**src/hdl/modem_host_pkg.sv**
```systemverilog
// constants and types for the modem host serial interface
package modem_host_pkg;
    localparam int CLK_HZ = 40000000;
    localparam int CLK_NS = 25;
    // mode settle time in nanoseconds
    localparam int TCC_NS = 500000;
    localparam int TCC_CYCLES = (TCC_NS + CLK_NS - 1) / CLK_NS;
    localparam int BAUD = 4800;
    localparam int HALF_BIT_CYCLES = CLK_HZ / (2 * BAUD);
    localparam int CREG_W = 48;
    localparam int EXT_BIT = 21;
    localparam int LONG_RD_BIT = 18;
    localparam int SYNC_BIT = 14;
    localparam logic [47:0] CREG_RESET = 48'h0;
    localparam logic [6:0] LEN_SHORT = 7'h18;
    localparam logic [6:0] LEN_LONG = 7'h30;
    localparam logic [6:0] CNT_SAT = 7'h7f;
    typedef enum logic [1:0]
    {
        MODE_TX = 2'b00,
        MODE_RX = 2'b01,
        MODE_WR = 2'b10,
        MODE_RD = 2'b11
    } mode_type;
    typedef struct packed
    {
        logic reg_data;
        logic rx_tx_select;
        logic uart_spi;
        logic txd;
    } host_pins_type;
    localparam host_pins_type PINS_RESET = '0;
endpackage : modem_host_pkg

```
**src/hdl/bit_clock_gen.sv**
```systemverilog
// bit clock divider driving the bit clock line
`timescale 1ns/1ps
module bit_clock_gen #(
    parameter int HALF_CYC = modem_host_pkg::HALF_BIT_CYCLES
) (
    input wire logic i_clk,
    input wire logic i_rst,
    input wire logic i_run,
    output logic o_line,
    output logic o_rise,
    output logic o_fall
);
    if (HALF_CYC < 2 || HALF_CYC > 65535)
    begin : g_chk
        $error("bit_clock_gen: HALF_CYC out of range");
    end
    logic [15:0] cnt_ff;
    logic [15:0] nxt_cnt;
    logic line_ff;
    logic wrap;
    // half period end and edge strobes
    assign wrap = i_run && (cnt_ff == 16'(HALF_CYC - 1));
    assign o_rise = wrap && !line_ff;
    assign o_fall = wrap && line_ff;
    assign nxt_cnt = (!i_run || wrap) ? 16'h0 : cnt_ff + 16'h1;
    assign o_line = line_ff;
    // counter and line, low while stopped
    always_ff @(posedge i_clk or posedge i_rst)
    begin
        if (i_rst)
        begin
            cnt_ff <= 16'h0;
            line_ff <= 1'b0;
        end
        else
        begin
            cnt_ff <= nxt_cnt;
            line_ff <= i_run && (line_ff ^ wrap);
        end
    end
endmodule : bit_clock_gen

```
**src/hdl/modem_host_serial_interface.sv**
```systemverilog
// host serial interface: mode decode, data path, control register
`timescale 1ns/1ps
module modem_host_serial_interface #(
    parameter int TCC_CYC = modem_host_pkg::TCC_CYCLES,
    parameter int HALF_CYC = modem_host_pkg::HALF_BIT_CYCLES,
    parameter logic [47:0] CREG_INIT = modem_host_pkg::CREG_RESET
) (
    input wire logic i_clk,
    input wire logic i_rst,
    input wire logic i_reg_data,
    input wire logic i_rx_tx_select,
    input wire logic i_uart_spi,
    input wire logic i_txd,
    input wire logic i_demod_bit,
    input wire logic i_tone_present,
    input wire logic i_cond_idle,
    output logic o_rxd,
    output logic o_bit_clock_line,
    output logic o_tx_power_on,
    output logic o_mod_enable,
    output logic o_mod_bit,
    output logic o_band_in_use_sens,
    output logic o_iface_mismatch,
    output logic [47:0] o_ctrl_reg
);
    if (TCC_CYC < 1 || TCC_CYC >= 2 ** 24)
    begin : g_chk
        $error("settle count out of range");
    end

    // pin synchronisers
    modem_host_pkg::host_pins_type pins_raw;
    modem_host_pkg::host_pins_type meta_ff;
    modem_host_pkg::host_pins_type pins_ff;
    logic reg_prev_ff;

    // mode and settle state
    modem_host_pkg::mode_type mode;
    modem_host_pkg::mode_type mode_ff;
    logic mode_change;
    logic [23:0] settle_ff;
    logic [23:0] nxt_settle;
    logic settled;
    logic sync_acc;
    logic idle_lvl;
    logic idle_hold;

    // bit clock
    logic clk_run;
    logic bc_rise;
    logic bc_fall;

    // control register and shift paths
    logic [47:0] creg_ff;
    logic [47:0] nxt_creg;
    logic [47:0] wr_sh_ff;
    logic [6:0] wr_cnt_ff;
    logic [6:0] nxt_wr_cnt;
    logic ext_mode;
    logic wr_commit;
    logic wr_full;
    logic wr_low;
    logic wr_abort;
    logic [47:0] rd_sh_ff;
    logic [47:0] nxt_rd_sh;
    logic [6:0] rd_cnt_ff;
    logic [6:0] rd_len;
    logic rd_entry;

    // data path
    logic rx_bit_ff;
    logic rxd_ff;
    logic nxt_rxd;
    logic rx_quiet;
    logic mod_bit_ff;
    logic sens_ff;
    logic tx_pwr_ff;

    assign pins_raw = '{
        reg_data: i_reg_data,
        rx_tx_select: i_rx_tx_select,
        uart_spi: i_uart_spi,
        txd: i_txd
    };

    // two flops on every host pin
    always_ff @(posedge i_clk or posedge i_rst)
    begin
        if (i_rst)
        begin
            meta_ff <= modem_host_pkg::PINS_RESET;
            pins_ff <= modem_host_pkg::PINS_RESET;
            reg_prev_ff <= 1'b0;
        end
        else
        begin
            meta_ff <= pins_raw;
            pins_ff <= meta_ff;
            reg_prev_ff <= pins_ff.reg_data;
        end
    end

    // mode straight from select levels
    assign mode = modem_host_pkg::mode_type'(
        {pins_ff.reg_data, pins_ff.rx_tx_select});
    assign mode_change = (mode != mode_ff);
    assign sync_acc = creg_ff[modem_host_pkg::SYNC_BIT];
    assign idle_lvl = pins_ff.uart_spi;
    // uart with sync or spi with async is a bad pairing
    assign o_iface_mismatch = (pins_ff.uart_spi == sync_acc);

    // settle timer restarts on every mode change
    assign settled = (settle_ff == 24'(TCC_CYC));
    assign nxt_settle = mode_change ? 24'h0 :
        (settled ? settle_ff : settle_ff + 24'h1);
    assign idle_hold = (mode == modem_host_pkg::MODE_RX) && !settled;

    always_ff @(posedge i_clk or posedge i_rst)
    begin
        if (i_rst)
        begin
            mode_ff <= modem_host_pkg::MODE_TX;
            settle_ff <= 24'h0;
        end
        else
        begin
            mode_ff <= mode;
            settle_ff <= nxt_settle;
        end
    end

    // clock runs in register and settled sync modes, restarts low per mode
    assign clk_run = !mode_change && (mode[1]
        || (sync_acc && settled));

    bit_clock_gen #(
        .HALF_CYC(HALF_CYC)
    ) u_bit_clock (
        .i_clk(i_clk),
        .i_rst(i_rst),
        .i_run(clk_run),
        .o_line(o_bit_clock_line),
        .o_rise(bc_rise),
        .o_fall(bc_fall)
    );

    // write shift counter, saturating so long writes stay long
    assign nxt_wr_cnt = (mode_ff != modem_host_pkg::MODE_WR) ? 7'h0 :
        ((wr_cnt_ff == modem_host_pkg::CNT_SAT) ? wr_cnt_ff :
        wr_cnt_ff + 7'h1);

    always_ff @(posedge i_clk or posedge i_rst)
    begin
        if (i_rst)
        begin
            wr_sh_ff <= 48'h0;
            wr_cnt_ff <= 7'h0;
        end
        else if (mode != modem_host_pkg::MODE_WR)
        begin
            wr_cnt_ff <= 7'h0;
        end
        else if (bc_rise)
        begin
            wr_sh_ff <= {wr_sh_ff[46:0], pins_ff.txd};
            wr_cnt_ff <= nxt_wr_cnt;
        end
    end

    // commit decision at the register select fall
    assign ext_mode = creg_ff[modem_host_pkg::EXT_BIT];
    assign wr_commit = reg_prev_ff && !pins_ff.reg_data
        && (mode_ff == modem_host_pkg::MODE_WR);
    assign wr_full = ext_mode
        && (wr_cnt_ff == modem_host_pkg::LEN_LONG);
    assign wr_low = ext_mode ?
        (wr_cnt_ff == modem_host_pkg::LEN_SHORT) :
        (wr_cnt_ff >= modem_host_pkg::LEN_SHORT);
    assign wr_abort = wr_commit && !wr_full && !wr_low;
    // short write touches only the low 24 bits
    assign nxt_creg = !wr_commit ? creg_ff :
        (wr_full ? wr_sh_ff :
        (wr_low ? {creg_ff[47:24], wr_sh_ff[23:0]} :
        creg_ff));

    always_ff @(posedge i_clk or posedge i_rst)
    begin
        if (i_rst)
        begin
            creg_ff <= CREG_INIT;
        end
        else
        begin
            creg_ff <= nxt_creg;
        end
    end
    assign o_ctrl_reg = creg_ff;

    // read length and loading of the read shifter
    assign rd_len = (ext_mode && creg_ff[modem_host_pkg::LONG_RD_BIT]) ?
        modem_host_pkg::LEN_LONG : modem_host_pkg::LEN_SHORT;
    assign rd_entry = (mode == modem_host_pkg::MODE_RD) && mode_change;
    assign nxt_rd_sh = rd_entry ?
        ((rd_len == modem_host_pkg::LEN_LONG) ? creg_ff :
        {creg_ff[23:0], 24'h0}) :
        ((bc_fall && rd_cnt_ff != 7'h0) ?
        {rd_sh_ff[46:0], 1'b0} : rd_sh_ff);

    always_ff @(posedge i_clk or posedge i_rst)
    begin
        if (i_rst)
        begin
            rd_sh_ff <= 48'h0;
            rd_cnt_ff <= 7'h0;
        end
        else
        begin
            rd_sh_ff <= nxt_rd_sh;
            if (rd_entry)
            begin
                rd_cnt_ff <= 7'h0;
            end
            else if ((bc_rise && rd_cnt_ff < rd_len)
                || (bc_fall && rd_cnt_ff == rd_len)) // one past last bit
            begin
                rd_cnt_ff <= rd_cnt_ff + 7'h1;
            end
        end
    end

    // receive data selection
    assign rx_quiet = !settled || !i_tone_present
        || i_cond_idle;
    always_comb
    begin
        nxt_rxd = idle_lvl;
        unique case (mode)
            modem_host_pkg::MODE_RX:
            begin
                if (!rx_quiet)
                begin
                    nxt_rxd = sync_acc ? rx_bit_ff :
                        i_demod_bit;
                end
            end
            modem_host_pkg::MODE_RD:
            begin
                if (rd_cnt_ff < rd_len ||
                    (rd_cnt_ff == rd_len && !bc_fall))
                begin
                    nxt_rxd = nxt_rd_sh[47];
                end
            end
            modem_host_pkg::MODE_TX, modem_host_pkg::MODE_WR:
                nxt_rxd = idle_lvl;
        endcase
    end

    // demod bit taken on falling bit clock, stable at rising
    always_ff @(posedge i_clk or posedge i_rst)
    begin
        if (i_rst)
        begin
            rx_bit_ff <= 1'b0;
        end
        else if (bc_fall)
        begin
            rx_bit_ff <= i_demod_bit;
        end
    end

    // transmit power, modulator bit and sensitivity
    always_ff @(posedge i_clk or posedge i_rst)
    begin
        if (i_rst)
        begin
            rxd_ff <= 1'b0;
            tx_pwr_ff <= 1'b0;
            mod_bit_ff <= 1'b0;
            sens_ff <= 1'b0;
        end
        else
        begin
            rxd_ff <= nxt_rxd;
            tx_pwr_ff <= (mode == modem_host_pkg::MODE_TX);
            sens_ff <= (mode == modem_host_pkg::MODE_RX)
                && pins_ff.txd;
            if (!sync_acc || bc_rise)
            begin
                mod_bit_ff <= pins_ff.txd;
            end
        end
    end

    assign o_rxd = rxd_ff;
    assign o_tx_power_on = tx_pwr_ff;
    assign o_mod_enable = tx_pwr_ff && settled && !mode_change;
    assign o_mod_bit = mod_bit_ff;
    assign o_band_in_use_sens = sens_ff;

    // checks
    property p_rx_power_off;
        @(posedge i_clk) disable iff (i_rst)
        (mode == modem_host_pkg::MODE_RX) |=> !o_tx_power_on;
    endproperty
    a_rx_power_off: assert property (p_rx_power_off)
        else $error("transmit powered during reception");
    property p_idle_level;
        @(posedge i_clk) disable iff (i_rst)
        (mode == modem_host_pkg::MODE_RX) && !i_tone_present
        |=> o_rxd == $past(pins_ff.uart_spi);
    endproperty
    a_idle_level: assert property (p_idle_level)
        else $error("receive idle level wrong");
    property p_rx_clock_low;
        @(posedge i_clk) disable iff (i_rst)
        idle_hold && $past(idle_hold) |-> !o_bit_clock_line;
    endproperty
    a_rx_clock_low: assert property (p_rx_clock_low)
        else $error("bit clock high while settling");
    property p_commit_only_on_fall;
        @(posedge i_clk) disable iff (i_rst)
        $changed(o_ctrl_reg) |-> $past(wr_commit);
    endproperty
    a_commit_only_on_fall: assert property (p_commit_only_on_fall)
        else $error("register changed outside commit");
    property p_short_dropped;
        @(posedge i_clk) disable iff (i_rst)
        wr_commit && !ext_mode && wr_cnt_ff < 7'h18
        |=> $stable(o_ctrl_reg);
    endproperty
    a_short_dropped: assert property (p_short_dropped)
        else $error("short write not discarded");

    property p_ext_low_only;
        @(posedge i_clk) disable iff (i_rst)
        wr_commit && ext_mode && wr_cnt_ff == 7'h18
        |=> $stable(o_ctrl_reg[47:24])
        && o_ctrl_reg[23:0] == $past(wr_sh_ff[23:0]);
    endproperty
    a_ext_low_only: assert property (p_ext_low_only)
        else $error("24-bit extended write wrong");

    property p_abort_keeps;
        @(posedge i_clk) disable iff (i_rst)
        wr_abort |=> $stable(o_ctrl_reg) ##1 $stable(o_ctrl_reg);
    endproperty
    a_abort_keeps: assert property (p_abort_keeps)
        else $error("aborted write changed register");

    property p_tx_sample;
        @(posedge i_clk) disable iff (i_rst)
        sync_acc && bc_rise && mode == modem_host_pkg::MODE_TX
        |=> o_mod_bit == $past(pins_ff.txd);
    endproperty
    a_tx_sample: assert property (p_tx_sample)
        else $error("transmit bit not sampled at rise");

    property p_band_in_use;
        @(posedge i_clk) disable iff (i_rst)
        (mode == modem_host_pkg::MODE_RX) && pins_ff.txd
        |=> o_band_in_use_sens;
    endproperty
    a_band_in_use: assert property (p_band_in_use)
        else $error("band in use threshold not chosen");
endmodule : modem_host_serial_interface

```
**config.mk**
```make
export PLATFORM = sky130hd
export DESIGN_NAME = modem_host_serial_interface
export DESIGN_NICKNAME = d
export VERILOG_FILES = /design/src/hdl/modem_host_pkg.sv /design/src/hdl/bit_clock_gen.sv /design/src/hdl/modem_host_serial_interface.sv
export SDC_FILE = /design/constraint.sdc
export NUM_CORES = 1
export LEC_CHECK = 0
export ABC_AREA = 1
export BUFFER_PORTS_ARGS = -buffer_cell sky130_fd_sc_hd__buf_4
export CORE_ASPECT_RATIO = 0.6
export CORE_UTILIZATION = 50
export CTS_CLUSTER_SIZE = 14
export DETAILED_ROUTE_END_ITERATION = 10
export GPL_TIMING_DRIVEN = 0
export PLACE_DENSITY = 0.7
export SYNTH_ARGS = -nofsm -noshare
export SYNTH_HDL_FRONTEND = slang
export SYNTH_HIERARCHICAL = 1
export SYNTH_SLANG_ARGS = --single-unit
export TNS_END_PERCENT = 100
```
**constraint.sdc**
```tcl
create_clock -name i_clk -period 5.23 [get_ports i_clk]
set_input_delay 0.2615 -clock i_clk [delete_from_list [all_inputs] [get_ports i_clk]]
set_output_delay 0.2615 -clock i_clk [all_outputs]
set_load 0.01 [all_outputs]
```
==> impl_metrics.csv <==
group,metric,value,unit
hold_path,hold_start,"i_cond_idle",
route,drc,0,
route,wl,25300,µm
flow_run,max_cap_violations,0,
route,vias_per_cell,5.35,
placement,place_area,10900,µm²
logic_synthesis,synth-xor-area-share,0.0140,
route,dr_total_vias,7982,
clock_tree,clk_latency,500,ps
grt,grt-ovfl-total,0,
power_and_ir_drop,power_density,281,nW/µm²
logic_synthesis,syn_avg_cell_area,8.92,µm²
sta,finalCritPeriodShare,0.687,
floorplanning,fp.dieArea,20600,µm²
route,drt_iter0_markers,635,
logic_synthesis,syn-cell-area,9990,µm²
logic_synthesis,netlist_instances,1120,
critical_path,critPathKind,"flip-flop to flip-flop",
sta,relSlewSlack,0.547,
clock_tree,clk_pin_slew,60,ps
sta,min_period,3590,ps
route,ant_nets,0,
critical_path,cp-end-kind,"flip-flop",
power_and_ir_drop,leakagePower,0.00539,µW
logic_synthesis,ys_ff_latch,214,
clock_tree,cts_tree,"yes",
sta,slew_viol_final,0,
run_status,status,"complete, no violations",
final_layout,syn_to_final_growth,16.2,%
logic_synthesis,synth_cell_types,42,
critical_path,crit_start,"mode[1]",
floorplanning,die_y,112,µm
floorplanning,die_w,185,µm
critical_path,crit_family,"buffers and inverters",
critical_path,crit_required,5650,ps
hold_path,hold_path_class,"primary input to flip-flop",
critical_path,worstPathMaxFanout,10,
floorplanning,rows,39,
sta,rsz0062_at_grt,"no",
logic_synthesis,synth_adder_area_share,0.0163,
grt,grt_pass1_vias,7517,
sta,final.setup.tns,0,ps
clock_tree,cts_resized,0,
critical_path,worstPathArrival,4010,ps
clock_tree,numCtsBuffers,21,
critical_path,cp_cell_sequence,"inv_2 > ha_1 > o21ai_4 > a21oi_4 > clkinv_1 > o22ai_1 > inv_1 > nor2_1 > ha_1 > nand2_1 > inv_2 > clkbuf_1 > nand3_1 > o221ai_1",
sta,hold_viol,0,
final_layout,drive_above_1_share,0.154,
placement,routabilityCongestion,0.892,
final_layout,final_util,0.602,
grt,antenna_found_initial,0,
sta,max_freq,279,MHz
logic_synthesis,synthMuxAreaShare,0.00113,
sta,worst_slew_pin_slew,679,ps
critical_path,critPathSlowestCell,"dfrtp_1",
grt,grt.total_usage,0.255,
critical_path,path_buf_inv,5,
logic_synthesis,postSynthNetCount,1142,
power_and_ir_drop,vdd_drop_max,0.221,mV
logic_synthesis,yosysSeqAreaShare,0.536,
route,drt_pass1_iterations,5,
critical_path,r2r-start,"mode[1]",
logic_synthesis,synth_edf_count,0,
sta,setup-violations-final,0,
logic_synthesis,synth_compound_area_frac,0.148,
clock_tree,htree_num_levels,1,
route,routedWlPerCell,17.0,µm
clock_tree,root_buffer,"clkbuf_16",
clock_tree,clockBufferDepth,3,
final_layout,stdcell_area,11600,µm²
logic_synthesis,yosys_most_used_dff,"dfrtp_1",
critical_path,cpPeakStageDelay,450,ps
critical_path,start_kind,"flip-flop",
logic_synthesis,synth_top_family_by_area,"simple AND/OR/NAND/NOR gates",
floorplanning,io_pins,64,
grt,grt_pass1_wl,40900,µm
placement,dp_hpwl,18700,µm
sta,fin_skew,11.6,ps
floorplanning,coreArea,19300,µm²
logic_synthesis,async_reset_ff_frac,1.00,
logic_synthesis,yosysWarnings,6,
clock_tree,cts.sinks,214,
placement,io_buffers,63,
final_layout,nNetsFinal,1239,
final_layout,antennaDiodeCount,0,
logic_synthesis,synthSimpleGateAreaFrac,0.196,
floorplanning,start_util,0.518,
grt,grt_max_degree,43,
==> cell type report <==
type | count | area, µm²
buffer | 42 | 280
timing repair buffer | 74 | 633
tap | 266 | 333
sequential | 214 | 5360
fill | 1666 | 7670
inverter | 162 | 612
clock inverter | 3 | 46.3
clock buffer | 30 | 599
multi-input combinational | 702 | 3750
==> cells in the mapped netlist, drive strengths merged, types with 4 or more instances <==
| library cell | instances | area share |
|---|---|---|
| nand4 | 18 | 0.011 |
| ha | 13 | 0.016 |
| buf | 27 | 0.022 |
| inv | 161 | 0.060 |
| nand3 | 67 | 0.035 |
| xor2 | 12 | 0.011 |
| a21oi | 35 | 0.019 |
| nor3 | 18 | 0.0095 |
| o221ai | 24 | 0.027 |
| o211ai | 34 | 0.035 |
| nand2 | 248 | 0.096 |
| clkbuf | 15 | 0.0056 |
| o21ai | 119 | 0.061 |
| xnor2 | 4 | 0.0035 |
| dfrtp | 214 | 0.54 |
| nor2 | 97 | 0.041 |
==> placed cells by master, fill, tap and decap left out, types with 9 or more instances in the layout <==
| master | count |
|---|---|
| o211ai_2 | 18 |
| o211ai_1 | 16 |
| inv_2 | 9 |
| o21ai_1 | 13 |
| o221ai_1 | 14 |
| inv_1 | 151 |
| a21oi_1 | 34 |
| buf_2 | 11 |
| nor2_1 | 85 |
| xor2_1 | 12 |
| nor3_1 | 17 |
| o221ai_2 | 10 |
| buf_6 | 13 |
| nand2_1 | 240 |
| nand4_1 | 18 |
| o21ai_0 | 104 |
| clkbuf_16 | 21 |
| clkbuf_1 | 20 |
| buf_4 | 66 |
| dfrtp_1 | 214 |
| nand3_1 | 65 |
| ha_1 | 13 |
==> worst min-delay path: cells and delay by family <==
kind | cells | cell delay [ps]
buffers and inverters | 1 | 80
AND/OR/NAND/NOR | 4 | 300
==> where the power goes <==
part	internal, µW	switching (µW)	leakage (µW)
combinational	39.3	87.5	0.00212
clock	841	624	0.000312
sequential	1670	8.07	0.00295
total	2550	720	0.00539
==> cell families (layout without fill, tap and decap cells) <==
| kind of cell | after synthesis | count (layout) |
|---|---|---|
| AND/OR/NAND/NOR | 452 | 452 |
| AO/OA/AOI/OAI | 220 | 220 |
| flip-flops | 214 | 214 |
| buffers and inverters | 204 | 311 |
| XOR/XNOR | 16 | 16 |
| adder cells (fa/ha/maj) | 13 | 13 |
| multiplexers | 1 | 1 |
==> worst paths after layout <==
check / end / slack [ps] / cells after the start
max: rd_sh_ff[17] / 1640 / 14
min: o_rxd / 170 / 5
max reg2reg: rd_sh_ff[17] / 1640 / 14
min reg2reg: idle_lvl / 350 / 0
max in group asynchronous: wr_sh_ff[33] / 4180 / 5
min in group asynchronous: o_band_in_use_sens / 310 / 3
==> per-layer routing <==
layer  part of all wire  vias up  track usage
met5                  0        -            0
met4              0.012        0       0.0400
met3              0.078       28       0.0638
met2               0.38      214        0.334
met1               0.53     3900        0.421
li1                   -     3840            -
==> stage by stage <==
stage / setup WS [ps] / cells / hold slack, ps / power, µW
after floorplan: 2420 / 1120 / 188 / 1780
after global placement: 1190 / 1449 / 332 / 1820
final: 1640 / 1493 / 173 / 3270
after CTS: 1650 / 1493 / 167 / 3300
after detailed placement: 1690 / 1454 / 256 / 1830
after global routing: 1330 / 1493 / 234 / 3370
==> repair_timing <==
action                                 in CTS  in global routing
endpoints found under the hold margin      31                  0
setup buffers                               0                  0
hold buffers                                6                  0
Note: power is estimated with default switching activity, not from simulation.
